==> src/rtl/sfr_regs.svh <==
// Constants for the flag and status readout: frame fields, addresses, sizes
`ifndef SFR_REGS_SVH
`define SFR_REGS_SVH

// -----------------------------------------------------------------------
// Frame fields
// -----------------------------------------------------------------------
`define SFR_FRAME_BITS 16
`define SFR_SEL_HI 15
`define SFR_SEL_LO 14
`define SFR_ADDR_HI 13
`define SFR_ADDR_LO 9
`define SFR_FIXED_BIT 8
`define SFR_GROUP_BIT 7
`define SFR_SEL_FLAGS 2'h3
`define SFR_SEL_STATUS 2'h0

// -----------------------------------------------------------------------
// Register addresses
// -----------------------------------------------------------------------
`define SFR_ADDR_REG 5'h0f
`define SFR_ADDR_BUS 5'h10

// -----------------------------------------------------------------------
// Reset values
// -----------------------------------------------------------------------
`define SFR_FLAGS_RESET 8'h00
`define SFR_FIXED_STATUS_DEF 8'h00
`endif

==> src/rtl/sfr_pkg.sv <==
// Types for the flag and status readout
package sfr_pkg;
	// Events per group: regulator group 0/1, bus group 0/1
	typedef struct packed {
		logic [7:0] reg_grp0;
		logic [7:0] reg_grp1;
		logic [7:0] bus_grp0;
		logic [7:0] bus_grp1;
	} sfr_fault_t;

	typedef enum logic [2:0] {
		SFR_IDLE = 3'b001,
		SFR_SHIFT = 3'b010,
		SFR_DONE = 3'b100
	} sfr_state_t;
endpackage

==> src/rtl/sfr_readout.sv <==
// SPI readout of latched failure flags and real-time status
`timescale 1ns/1ps
`include "sfr_regs.svh"

module sfr_readout
	import sfr_pkg::*;
(
	// Clock and reset
	input wire logic clock_i,
	input wire logic rst_n_i,
	// SPI, synchronous to clock_i; sclk rising edge samples MOSI
	input wire logic spi_cs_n_i,
	input wire logic spi_sclk_i,
	input wire logic spi_mosi_i,
	output logic spi_miso_o,
	// Fault events (set) and present conditions (still active)
	input wire sfr_fault_t fault_event_i,
	input wire sfr_fault_t fault_active_i,
	// Real-time bus interface state: driver, receiver, wake-up enable
	input wire logic [2:0] bus_state_i,
	// Fixed status byte
	input wire logic [7:0] fixed_status_i,
	// Latched flags, for observation
	output sfr_fault_t flags_o
);
	localparam int FB = `SFR_FRAME_BITS;

	initial begin
		if (FB != 16) $error("sfr_readout: frame must be 16 bits");
	end

	// -------------------------------------------------------------------
	// Frame state
	// -------------------------------------------------------------------
	sfr_state_t state_reg, state_next;
	logic [FB-1:0] rx_reg, rx_next;
	logic [FB-1:0] tx_reg, tx_next;
	logic [4:0] cnt_reg, cnt_next;
	logic sclk_reg, sclk_next;
	logic miso_reg, miso_next;
	sfr_fault_t flags_reg, flags_next;
	logic [7:0] sel_byte;
	logic [7:0] clr_mask;
	logic rise, fall;
	logic [8:0] hdr;
	logic [1:0] sel;
	logic [4:0] addr;
	logic grp;

	assign rise = spi_sclk_i & ~sclk_reg;
	assign fall = ~spi_sclk_i & sclk_reg;

	// -------------------------------------------------------------------
	// Header decode
	// -------------------------------------------------------------------
	// After eight rises rx_reg[7:0] holds frame bits 15..8, and the
	// group bit stands on MOSI at the ninth rise. Decoding from that,
	// rather than from rx_reg one clock later, lets the answer MSB reach
	// MISO before the master samples frame bit 7 at the end of that
	// high phase. Limitation: the master must sample MISO late in the
	// high phase, not right at the sclk rise.
	// Bit 8 and bits 6..0 are never looked at: no parity
	assign hdr = {rx_reg[7:0], spi_mosi_i};
	assign sel = hdr[8:7];
	assign addr = hdr[6:2];
	assign grp = hdr[0];

	// -------------------------------------------------------------------
	// Answer byte select
	// -------------------------------------------------------------------
	// Unmapped addresses and selectors 01 and 10 answer 0x00, so a
	// stray read never shows stale data from another group.
	// Flags are shown as latched at the ninth rise, before any clear; an event
	// set after that rise and before the clear cycle drops unseen unless still active.
	always_comb begin
		sel_byte = 8'h00;
		if (sel == `SFR_SEL_FLAGS) begin
			if (addr == `SFR_ADDR_REG) begin
				sel_byte = grp ? flags_reg.reg_grp1 : flags_reg.reg_grp0;
			end else if (addr == `SFR_ADDR_BUS) begin
				sel_byte = grp ? flags_reg.bus_grp1 : flags_reg.bus_grp0;
			end
		end else if (sel == `SFR_SEL_STATUS) begin
			if (addr == `SFR_ADDR_BUS && grp) begin
				sel_byte = {bus_state_i, 5'h00};
			end
		end
	end

	// -------------------------------------------------------------------
	// Shift engine and flag latches
	// -------------------------------------------------------------------
	always_comb begin
		state_next = state_reg;
		rx_next = rx_reg;
		tx_next = tx_reg;
		cnt_next = cnt_reg;
		miso_next = miso_reg;
		sclk_next = spi_sclk_i;
		clr_mask = 8'h00;
		// Set wins over a same-cycle clear
		flags_next = flags_reg | fault_event_i;
		case (state_reg)
			SFR_IDLE: begin
				if (!spi_cs_n_i) begin
					state_next = SFR_SHIFT;
					cnt_next = 5'h00;
					tx_next = {fixed_status_i, 8'h00};
					miso_next = fixed_status_i[7];
				end
			end
			SFR_SHIFT: begin
				if (spi_cs_n_i) begin
					state_next = SFR_IDLE;
				end else if (rise) begin
					rx_next = {rx_reg[FB-2:0], spi_mosi_i};
					cnt_next = cnt_reg + 5'h01;
					if (cnt_reg == 5'd8) begin
						// Ninth rise: header complete, the answer byte
						// takes bits 7..0 and its MSB goes out now
						tx_next = {sel_byte, 8'h00};
						miso_next = sel_byte[7];
					end
				end else if (fall) begin
					// Status bits first, then the answer byte
					tx_next = {tx_reg[FB-2:0], 1'b0};
					miso_next = tx_next[FB-1];
					if (cnt_reg == 5'd16) begin
						state_next = SFR_DONE;
					end
				end
			end
			SFR_DONE: begin
				// Clear only on a complete frame, so an aborted read
				// never loses a flag
				if (spi_cs_n_i) begin
					state_next = SFR_IDLE;
					if (rx_reg[`SFR_SEL_HI:`SFR_SEL_LO] == `SFR_SEL_FLAGS) begin
						clr_mask = 8'hff;
					end
				end
			end
			default: state_next = SFR_IDLE;
		endcase
		if (clr_mask != 8'h00) begin
			// Only recovered flags drop on read
			if (rx_reg[`SFR_ADDR_HI:`SFR_ADDR_LO] == `SFR_ADDR_REG) begin
				if (rx_reg[`SFR_GROUP_BIT]) begin
					flags_next.reg_grp1 = fault_event_i.reg_grp1 |
						(flags_reg.reg_grp1 & fault_active_i.reg_grp1);
				end else begin
					flags_next.reg_grp0 = fault_event_i.reg_grp0 |
						(flags_reg.reg_grp0 & fault_active_i.reg_grp0);
				end
			end else if (rx_reg[`SFR_ADDR_HI:`SFR_ADDR_LO] == `SFR_ADDR_BUS) begin
				if (rx_reg[`SFR_GROUP_BIT]) begin
					flags_next.bus_grp1 = fault_event_i.bus_grp1 |
						(flags_reg.bus_grp1 & fault_active_i.bus_grp1);
				end else begin
					flags_next.bus_grp0 = fault_event_i.bus_grp0 |
						(flags_reg.bus_grp0 & fault_active_i.bus_grp0);
				end
			end
		end
		if (state_next == SFR_IDLE) begin
			miso_next = 1'b0;
		end
	end

	// -------------------------------------------------------------------
	// Registers
	// -------------------------------------------------------------------
	// Every output leaves from a flip-flop, so MISO never glitches
	// while the header decode settles.
	always_ff @(posedge clock_i or negedge rst_n_i) begin
		if (!rst_n_i) begin
			state_reg <= SFR_IDLE;
			rx_reg <= 16'h0000;
			tx_reg <= 16'h0000;
			cnt_reg <= 5'h00;
			sclk_reg <= 1'b0;
			miso_reg <= 1'b0;
			flags_reg <= '0;
		end else begin
			state_reg <= state_next;
			rx_reg <= rx_next;
			tx_reg <= tx_next;
			cnt_reg <= cnt_next;
			sclk_reg <= sclk_next;
			miso_reg <= miso_next;
			flags_reg <= flags_next;
		end
	end

	assign spi_miso_o = miso_reg;
	assign flags_o = flags_reg;

endmodule // sfr_readout

==> config.mk <==
export PLATFORM = sky130hd
export DESIGN_NAME = sfr_readout
export DESIGN_NICKNAME = d
export VERILOG_FILES = /design/src/rtl/sfr_pkg.sv /design/src/rtl/sfr_readout.sv
export VERILOG_INCLUDE_DIRS = /design/src /design/src/rtl
export SDC_FILE = /design/constraint.sdc
export NUM_CORES = 1
export LEC_CHECK = 0
export ABC_AREA = 1
export BUFFER_PORTS_ARGS = -buffer_cell sky130_fd_sc_hd__buf_2
export CORE_MARGIN = 5
export CORE_UTILIZATION = 50
export DETAILED_ROUTE_END_ITERATION = 10
export PLACE_DENSITY_LB_ADDON = 0.25
export RECOVER_POWER = 100
export SLEW_MARGIN = 25
export SYNTH_ARGS = -nofsm -noshare
export SYNTH_HDL_FRONTEND = slang
export SYNTH_SLANG_ARGS = --single-unit
==> constraint.sdc <==
create_clock -name clock_i -period 2.25 [get_ports clock_i]
set_clock_uncertainty 0.05 [all_clocks]
set_input_delay 0.1125 -clock clock_i [delete_from_list [all_inputs] [get_ports clock_i]]
set_output_delay 0.1125 -clock clock_i [all_outputs]
set_load 0.005 [all_outputs]
==> results of run 1 <==
-- through the flow --
step | std cells | total power, mW | utilization | cell area, um2 | setup slack (ns)
final | 698 | 3.31 | 0.704 | 4730 | 0.0464
after global routing | 698 | 3.51 | 0.704 | 4730 | -0.0656
after CTS | 697 | 3.34 | 0.715 | 4800 | 0.0149
after detailed placement | 631 | 2.10 | 0.604 | 4060 | 0.441
after global placement | 631 | 2.07 | 0.604 | 4060 | 0.510
after floorplan | 448 | 1.88 | - | 3430 | 0.606
-- per-layer routing --
layer / up-vias / wire (um) / global-route usage / part of all wire
met5: - / 0 / 0 / 0
met4: 0 / 235 / 0.0952 / 0.023
met3: 28 / 713 / 0.0569 / 0.069
met2: 183 / 5160 / 0.414 / 0.50
met1: 1652 / 4260 / 0.308 / 0.41
li1: 1722 / - / - / -
-- how the worst max path moves through the flow --
| stage | endpoint | slack, ns | cells past startpoint |
|---|---|---|---|
| final | flags_o[24] | 0.05 | 7 |
| after global routing | flags_o[20] | -0.07 | 7 |
| after CTS | flags_o[22] | 0.01 | 7 |
| after detailed placement | flags_o[5] | 0.44 | 5 |
| after global placement | flags_o[1] | 0.51 | 5 |
| after floorplan | cnt_reg[4] | 0.61 | 6 |
-- power groups by stage --
stage	combinational (mW)	clock [mW]	sequential, mW
after floorplan	0.456	0	1.43
after global placement	0.604	0	1.47
after detailed placement	0.625	0	1.47
after CTS	0.673	1.22	1.45
after global routing	0.748	1.28	1.48
final	0.651	1.21	1.45
-- cell type report --
class | instances | area, um2
fill | 535 | 1990
inverter | 70 | 263
clock inverter | 6 | 105
sequential | 65 | 1630
clock buffer | 10 | 138
timing repair buffer | 168 | 1080
multi-input combinational | 299 | 1410
tap | 80 | 100
-- critical path, delay by kind of cell (launching register included) --
kind | cells | cell delay (ns)
and+or+nand+nor | 5 | 0.85
AOI/OAI and AO/OA | 1 | 0.22
buffers and inverters | 1 | 0.56
DFF | 1 | 0.41
-- cells in the final DEF (no fill, tap or decap), types with 2 or more instances in the layout --
cell	instances
buf_2	86
nand2_1	142
nor3_1	4
nor2_1	12
ha_1	4
nor3_2	3
buf_4	4
o21ai_0	55
or2_2	23
o21ai_1	2
o21ai_2	2
clkbuf_1	26
clkbuf_8	10
dlygate4sd3_1	50
nand4_1	4
nand3_1	25
clkinv_2	3
nand2_2	2
a21oi_1	14
inv_1	69
bufinv_16	3
dfrtp_1	64
-- logic make-up after synthesis --
logic type | after synthesis | share of synthesized area
mux | 1 | 0.00329
compound gates | 74 | 0.123
buf+inv | 84 | 0.0993
simple gates | 219 | 0.283
xor+xnor | 1 | 0.00256
fa+ha+maj | 4 | 0.0146
flops | 65 | 0.475
-- repair_timing --
action | CTS | global route
hold endpoints to repair | 58 | 0
setup buffers | 0 | 1
endpoints found under the setup margin | 0 | 16
hold buffers | 50 | 0
resized for setup | 0 | 6
==> metrics.md, run 1 <==
| Metric | Value |
|---|---|
| Clock network power share | 0.364 |
| Dpl hpwl | 6.71 mm |
| DR DRC count | 0 |
| Skew-Pair Late Insertion Delay | 0.34 ns |
| Sum Neg Setup Slack | 0 ns |
| Hold Path End | tx_reg[11] |
| Largest net degree at the start of global routing | 41 |
| Largest cells by area after synthesis | dfrtp_1 47%, nand2_1 16%, inv_1 7.4% |
| Antenna Nets Post-Route | 0 |
| CP startpoint | state_reg[1] |
| P_sw | 933 uW |
| RD Place Congestion | 0.796 |
| # rows | 30 |
| Yosys reg bits | 65 |
| Initial antenna violation count | 0 |
| Vias in the first global route | 3575 |
| Netlist cell types | 28 |
| Maxcap violations | 1 |
| Via count | 3585 |
| Post-synth top area share | 0.467 |
| Syn Nets | 532 |
| Failing checks | capacitance limit, slew limit |
| Total die area | approximately 8600 um2 |
| H-tree depth | 3 |
| First-pass GRT wire length | 16.6 mm |
| WHS | 0.0342 ns |
| Worst flop-to-flop path startpoint | state_reg[1] |
| Pwr per Cell Area | 700 nW/um2 |
| Syn_area_per_cell | roughly 7.6 um2 |
| Asr flop ratio synth | 1.00 |
| Worst Hold Launch | fixed_status_i[3] |
| Syn Inst Count | 448 |
| Max-slew headroom | -0.105 |
| Avg Vias per Cell | 5.14 |
| Crit-path max FO | 8 |
| F_max | ~0.45 GHz |
| Die X | 92.8 um |
| Clk buf depth | 2 |
| Crit start category | flop |
| Sw Ratio | 0.282 |
| Flop pwr share | 0.439 |
| Pint | 2.38 mW |
| Sequential fraction of the synthesis area | 0.475 |
| Main synth FF type | dfrtp_1 |
| Fin. Hold Viols | 0 |
| RSZ-0062 raised after global routing | yes |
| Critical path arrival | 2.38 ns |
| Starting density of the core | 0.510 |
| Fin nets | 697 |
| CTS Sinks | 65 |
| Worst-case reg-to-reg path depth | 7 |
| Final period util | 0.979 |
| WHS Path Cells | 4 |
| Area delta synth->final | 38.0% |
| Initial DRC count | between 200 and 250 |
| Flop2flop setup slack | between 0.04 and 0.05 ns |
| Grt total ovfl | 0 |
| Leakage | 2.35 nW |
| Routed len/inst | between 10 and 15 um |
| Crit. End Element | flop |
| Max incr delay on CP | roughly 0.56 ns |
| Syn Std Cell Area | 3430 um2 |
| Clk slew on worst S/H paths | ~0.070 ns |
| HP Class | in -> reg |
| Setup CP Type | reg -> reg |
| Slew @ Worst Pin | 1.66 ns |
| Pre-antenna DRT Iters | 5 |
| Die H | 92.8 um |
| Synth top cells by count | 143 x nand2_1, 68 x inv_1, 64 x dfrtp_1, 47 x o21ai_0 |
| Count leader, synth | nand2_1 |
| Crit path time final | 2.20 ns |
| Setup-failing EPs final | 0 |
| CTS tree | yes |
| Layout cells sized above 1 | 0.230 |
| Largest register FFs | 32 |
| Run status | finished, violations left |
| Post-synth EDFFs | 0 |
| Num CTS Buffers | 9 |
| Slowest cell on the critical path | dlygate4sd3_1 |
| Peak supply drop | 0.361 mV |
| Ports | 113 |
| Global-route usage over all layers | 0.247 |
| RR Endpoint | flags_o[24] |
| Logic pwr share | 0.197 |
| Final slew viol count | 26 |
| Root buffer cell | clkbuf_8 |
| Area leader, netlist | dfrtp_1 |
| Core area | 6720 um2 |
| N_diodes | 0 |
| Critical Path RT | about 2.4 ns |
| DRT Wirelength | 10.4 mm |
| Input/output buffers | 112 |
| Cell chain of the critical path | nor3_2 > nand4_1 > nor2_2 > nand2_2 > o21ai_0 > nand2_1 > dlygate4sd3_1 |
| Synth Warn # | 0 |
Power figures use the tool's default switching activity.
==> run 2: changes to the inputs <==
--- a/config.mk
+++ b/config.mk
@@ -8,9 +8,11 @@
 export LEC_CHECK = 0
 export ABC_AREA = 1
 export BUFFER_PORTS_ARGS = -buffer_cell sky130_fd_sc_hd__buf_2
+export CORE_ASPECT_RATIO = 0.75
 export CORE_MARGIN = 5
 export CORE_UTILIZATION = 50
 export DETAILED_ROUTE_END_ITERATION = 10
+export GPL_ROUTABILITY_DRIVEN = 1
 export PLACE_DENSITY_LB_ADDON = 0.25
 export RECOVER_POWER = 100
 export SLEW_MARGIN = 25
==> metrics.md, run 2 (synthesized netlist as in run 1, its figures left out) <==
| Metric | Value |
|---|---|
| Run status | complete, no violations |
| Flop pwr share | 0.447 (+0.008) |
| HP Class | in -> reg |
| Pint | 2.29 mW (-3.7%) |
| First-pass GRT wire length | 16.8 mm (+1.1%) |
| CTS tree | yes |
| Peak supply drop | 0.363 mV (+0.75%) |
| Crit path time final | 2.13 ns (-0.0708 ns) |
| P_sw | 988 uW (+5.9%) |
| WHS Path Cells | 4 (unchanged) |
| Initial antenna violation count | 0 (unchanged) |
| CTS Sinks | 65 (unchanged) |
| Starting density of the core | 0.509 (-0.00114) |
| Crit-path max FO | 8 (unchanged) |
| Crit start category | flop |
| Antenna Nets Post-Route | 0 (unchanged) |
| Clock network power share | 0.338 (-0.026) |
| Clk slew on worst S/H paths | 0.07 ns (about the same) |
| Largest register FFs | 32 (unchanged) |
| DR DRC count | 0 (unchanged) |
| Die X | 106 um (+14%) |
| Critical Path RT | 2.43 ns (about the same) |
| Slowest cell on the critical path | dlygate4sd3_1 |
| Cell chain of the critical path | nor3_4 > nand4_1 > nor2_4 > nand2_4 > o21ai_0 > nand2_1 > dlygate4sd3_1 |
| Routed len/inst | 14.6 um (-1.5%) |
| Input/output buffers | 112 (unchanged) |
| Slew @ Worst Pin | 1.49 ns (-0.173 ns) |
| F_max | 0.469 GHz (+3.3%) |
| RD Place Congestion | 0.928 (+17%) |
| Most common cell after layout, fill and taps aside | nand2_1 |
| Setup-failing EPs final | 0 (unchanged) |
| Area after DPL | 4070 um2 (+0.31%) |
| Leakage | 2.37 nW (+0.72%) |
| Critical path arrival | 2.31 ns (-0.07 ns) |
| Skew-Pair Late Insertion Delay | 0.34 ns (about the same) |
| RSZ-0062 raised after global routing | yes |
| Logic pwr share | 0.215 (+0.018) |
| Crit. End Element | flop |
| Pwr per Cell Area | 683 nW/um2 (-2.3%) |
| Avg Vias per Cell | 5.01 (-2.4%) |
| Area delta synth->final | 40.0% |
| Maxcap violations | 0 (-1) |
| Largest net degree at the start of global routing | 41 (unchanged) |
| Worst Hold Launch | fault_active_i[8] |
| Total die area | 8630 um2 (+0.19%) |
| Max-slew headroom | 0.00978 (+0.115) |
| Grt total ovfl | 0 (unchanged) |
| DRT Wirelength | 10.3 mm (-0.68%) |
| Hold Path End | flags_o[8] |
| Root buffer cell | clkbuf_8 |
| Num CTS Buffers | 9 (unchanged) |
| Worst-case reg-to-reg path depth | 7 (unchanged) |
| Max incr delay on CP | 0.56 ns (about the same) |
| Setup CP Type | reg -> reg |
| Layout cells sized above 1 | 0.244 (+0.0142) |
| Dpl hpwl | 6.92 mm (+3.1%) |
| Sum Neg Setup Slack | 0 ns (unchanged) |
| H-tree depth | 3 (unchanged) |
| # rows | 26 (-13%) |
| Final Cell Area | 4800 um2 (+1.4%) |
| Fin nets | 698 (+0.14%) |
| Global-route usage over all layers | 0.249 (+0.00215) |
| Core area | 6730 um2 (+0.22%) |
| Flop2flop setup slack | 0.12 ns (+0.07 ns) |
| Non-filler cells, final | 704 (+0.86%) |
| Clk buf depth | 2 (unchanged) |
| Final period util | 0.948 (-0.0315) |
| Sw Ratio | 0.301 (+0.0197) |
| Pre-antenna DRT Iters | 5 (unchanged) |
| Final total power | 3.28 mW (-0.98%) |
| Cells after DPL | 636 (+0.79%) |
| Via count | 3528 (-1.6%) |
| Final slew viol count | 0 (-100%) |
| Ports | 113 (unchanged) |
| Most frequent cells in the layout | 141 x nand2_1, 83 x buf_2, 68 x inv_1 |
| Fin. Hold Viols | 0 (unchanged) |
| Finished Core Util | 0.712 (+0.00828) |
| Vias in the first global route | 3577 (+0.056%) |
| Worst flop-to-flop path startpoint | state_reg[1] |
| Fillcell total | 512 (-4.3%) |
| Initial DRC count | 188 (-24%) |
| Die H | 81.7 um (-12%) |
| RR Endpoint | flags_o[30] |
run 2: cell count changes in the layout (fill, tap and decap cells not counted), moves of 3 or more:
cell,before,now
buf_2,86,83
clkbuf_1,26,30
clkinv_2,3,0
o21ai_0,55,39
o21ai_1,2,8
o21ai_2,2,12
run 2: per-stage QoR:
step	setup slack [ns]	hold slack (ns)
after detailed placement	0.406	0.105
final	0.117	0.0123
after global placement	0.520	0.0968
after global routing	-0.00926	0.0228
after CTS	0.0375	0.00647
after floorplan	0.606	-0.233
run 2: layer usage:
metal | track usage | up-vias | routed length (um)
met3 | 0.0801 | 23 | 808
met5 | 0 | - | 0
met1 | 0.303 | 1636 | 4280
met2 | 0.415 | 142 | 4990
li1 | - | 1727 | -
met4 | 0.105 | 0 | 211
run 2: power groups by stage:
stage / Sequential (mW) / Clock [mW] / Combinational, mW
global route: 1.48 / 1.18 / 0.803
floorplan: 1.43 / 0 / 0.456
detailed placement: 1.47 / 0 / 0.635
finish: 1.47 / 1.11 / 0.704
global placement: 1.47 / 0 / 0.613
CTS: 1.46 / 1.12 / 0.687
run 2: critical path, delay by kind of cell, from the launching register on:
family,cells,cell delay (ns)
and+or+nand+nor,5,0.80
DFF,1,0.42
buffers and inverters,1,0.56
AOI/OAI and AO/OA,1,0.19
run 2: worst max path at each step:
stage / from / to / cells after the start
after floorplan: sclk_reg / cnt_reg[4] / 6
after global placement: state_reg[1] / flags_o[0] / 5
after detailed placement: state_reg[1] / flags_o[3] / 5
after CTS: state_reg[1] / flags_o[23] / 7
after global routing: state_reg[1] / flags_o[19] / 7
final: state_reg[1] / flags_o[30] / 7
run 2: repair_timing:
item | CTS | global route
hold buffers | 50 | 0
endpoints found under the setup margin | 0 | 16
setup buffers | 0 | 1
endpoints found under the hold margin | 58 | 0
resized for setup | 0 | 15
run 2: final cells by class:
| cell class | count | area [um2] | area share |
|---|---|---|---|
| diodes | 1 | 2.50 | 0.000522 |
| clock buffers | 12 | 145 | 0.0303 |
| clock inverters | 4 | 76.3 | 0.0159 |
| inverters | 70 | 263 | 0.0548 |
| multi-input cells | 299 | 1490 | 0.310 |
| flip-flops and latches | 65 | 1630 | 0.339 |
| well taps | 84 | 105 | 0.0219 |
| repair buffers | 169 | 1090 | 0.227 |
==> run 3: changes to the inputs <==
--- a/config.mk
+++ b/config.mk
@@ -13,7 +13,7 @@
 export CORE_UTILIZATION = 50
 export DETAILED_ROUTE_END_ITERATION = 10
 export GPL_ROUTABILITY_DRIVEN = 1
-export PLACE_DENSITY_LB_ADDON = 0.25
+export PLACE_DENSITY = 0.9
 export RECOVER_POWER = 100
 export SLEW_MARGIN = 25
 export SYNTH_ARGS = -nofsm -noshare
==> metrics.md, run 3 (synthesized netlist as in run 1, its figures left out) <==
| Metric | Value |
|---|---|
| Final slew viol count | 0 (unchanged) |
| Dpl hpwl | 7.28 mm (+5.3%) |
| Antenna Nets Post-Route | 0 (unchanged) |
| Setup-failing EPs final | 0 (unchanged) |
| Worst-case reg-to-reg path depth | 6 (-1) |
| Num CTS Buffers | 9 (unchanged) |
| First-pass GRT wire length | 19.3 mm (+15%) |
| # rows | 26 (unchanged) |
| Sum Neg Setup Slack | 0 ns (unchanged) |
| Critical path arrival | 2.23 ns (-0.08 ns) |
| Cell chain of the critical path | nor3_2 > nand4_1 > nor2_1 > nand2_1 > o21ai_0 > nand2_1 |
| Cells after DPL | 636 (unchanged) |
| RD Place Congestion | 0.918 (-1.0%) |
| Pre-antenna DRT Iters | 6 (+1) |
| Crit path time final | 2.06 ns (-0.0777 ns) |
| FF/Latch Area | 1630 um2 (unchanged) |
| Die H | 81.7 um (unchanged) |
| Critical Path RT | 2.43 ns (about the same) |
| Most common cell after layout, fill and taps aside | nand2_1 |
| Max-slew headroom | 0.358 (+0.348) |
| Fin nets | 700 (+0.29%) |
| Area of the multi-input gates | 1410 um2 (-5.5%) |
| Grt total ovfl | 0 (unchanged) |
| Layout cells sized above 1 | 0.214 (-0.0298) |
| DRT Wirelength | 12.0 mm (+16%) |
| Crit. End Element | flop |
| Final total power | 3.34 mW (+1.9%) |
| Skew-Pair Late Insertion Delay | 0.36 ns (+0.02 ns) |
| RSZ-0062 raised after global routing | no |
| Core area | 6730 um2 (unchanged) |
| Initial antenna violation count | 0 (unchanged) |
| Slowest cell on the critical path | dfrtp_1 |
| Routed len/inst | 17.0 um (+16%) |
| Total die area | 8630 um2 (unchanged) |
| Via count | 3849 (+9.1%) |
| RR Endpoint | flags_o[23] |
| Leakage | 2.37 nW (+0.36%) |
| Fillcell total | 482 (-5.9%) |
| Clk buf depth | 2 (unchanged) |
| Final Cell Area | 4720 um2 (-1.6%) |
| Avg Vias per Cell | 5.46 (+8.9%) |
| Area delta synth->final | 37.8% |
| Pre-CTS setup slack | 0.348 ns (-0.0582 ns) |
| Peak supply drop | 0.412 mV (+13%) |
| H-tree depth | 3 (unchanged) |
| Slew @ Worst Pin | 0.963 ns (-0.523 ns) |
| Global-route usage over all layers | 0.292 (+0.0436) |
| Critical Path Most Common Cell | nand2_1 |
| Initial DRC count | 346 (+84%) |
| CTS Sinks | 65 (unchanged) |
| Input/output buffers | 112 (unchanged) |
| N_diodes | 0 (-1) |
| Worst flop-to-flop path startpoint | state_reg[1] |
| Area after DPL | 4070 um2 (unchanged) |
| Root buffer cell | clkbuf_8 |
| HP Class | in -> reg |
| Maxcap violations | 0 (unchanged) |
| Hold Path End | flags_o[5] |
| WHS Path Cells | 4 (unchanged) |
| Max incr delay on CP | 0.42 ns (-0.14 ns) |
| Flop2flop setup slack | 0.19 ns (+0.08 ns) |
| CTS tree | yes |
| Fin. Hold Viols | 0 (unchanged) |
| Setup Buffers After CTS | 0 (unchanged) |
| Largest register FFs | 32 (unchanged) |
| Ports | 113 (unchanged) |
| Setup CP Type | reg -> reg |
| DR DRC count | 0 (unchanged) |
| Clk slew on worst S/H paths | 0.08 ns (about the same) |
| Crit-path max FO | 8 (unchanged) |
| Final Worst Setup Slack | 0.195 ns (+0.0777 ns) |
| Crit start category | flop |
| Pwr per Cell Area | 707 nW/um2 (+3.5%) |
| F_max | 0.487 GHz (+3.8%) |
| Starting density of the core | 0.509 (unchanged) |
| Non-filler cells, final | 705 (+0.14%) |
| Largest net degree at the start of global routing | 49 (+20%) |
| Run status | complete, no violations |
| Die X | 106 um (unchanged) |
| Most frequent cells in the layout | 144 x nand2_1, 82 x buf_2, 69 x inv_1 |
| Worst Hold Launch | fault_active_i[5] |
| Vias in the first global route | 3935 (+10%) |
| Final period util | 0.913 (-0.0345) |
run 3: cell types whose count changed in the layout (fill, tap and decap cells not counted), sizes merged:
cell	change
dlygate4sd3	+3
inv	+3
diode	-1
buf	-4
run 3: layout make-up:
class / instances / area share
inverters: 70 / 0.0556
multi-input cells: 299 / 0.298
flip-flops and latches: 65 / 0.345
clock buffers: 9 / 0.0262
clock inverters: 7 / 0.0215
well taps: 84 / 0.0223
repair buffers: 171 / 0.232
run 3: worst max-delay path by stage:
stage | startpoint | endpoint | slack, ns | depth (start not counted)
floorplan | sclk_reg | cnt_reg[4] | 0.61 | 6
global placement | state_reg[2] | cnt_reg[4] | 0.53 | 6
detailed placement | state_reg[1] | flags_o[4] | 0.35 | 5
CTS | state_reg[1] | flags_o[4] | 0.33 | 5
global route | state_reg[2] | tx_reg[12] | 0.07 | 9
finish | state_reg[1] | flags_o[23] | 0.19 | 6
run 3: timing repair:
item,in CTS,in global routing
hold endpoints to repair,50,0
hold buffers,53,0
resized for setup,0,0
run 3: report_power, final:
part / internal (mW) / total, mW / switching, mW
Clock: 0.637 / 1.16 / 0.520
Combinational: 0.305 / 0.716 / 0.412
Sequential: 1.33 / 1.47 / 0.134
Total: 2.27 / 3.34 / 1.07
run 3: worst max-delay path, delay by kind of cell (launching register included):
family           cells  cell delay, ns
flip-flops           1            0.42
AND/OR/NAND/NOR      5            1.06
AO/OA/AOI/OAI        1            0.39
run 3: metrics by stage:
| stage | utilization | hold WS (ns) |
|---|---|---|
| after global placement | 0.605 | 0.0122 |
| final | 0.701 | 0.0330 |
| after floorplan | - | -0.233 |
| after CTS | 0.717 | 0.000831 |
| after detailed placement | 0.605 | 0.0234 |
| after global routing | 0.701 | 0.0371 |
run 3: routing by layer:
| layer | track usage | up-vias | routed length (um) | share of wire |
|---|---|---|---|---|
| met3 | 0.0958 | 75 | 1230 | 0.10 |
| met4 | 0.193 | 0 | 721 | 0.060 |
| met2 | 0.487 | 288 | 5750 | 0.48 |
| met5 | 0 | - | 0 | 0 |
| met1 | 0.328 | 1758 | 4250 | 0.36 |
| li1 | - | 1728 | - | - |
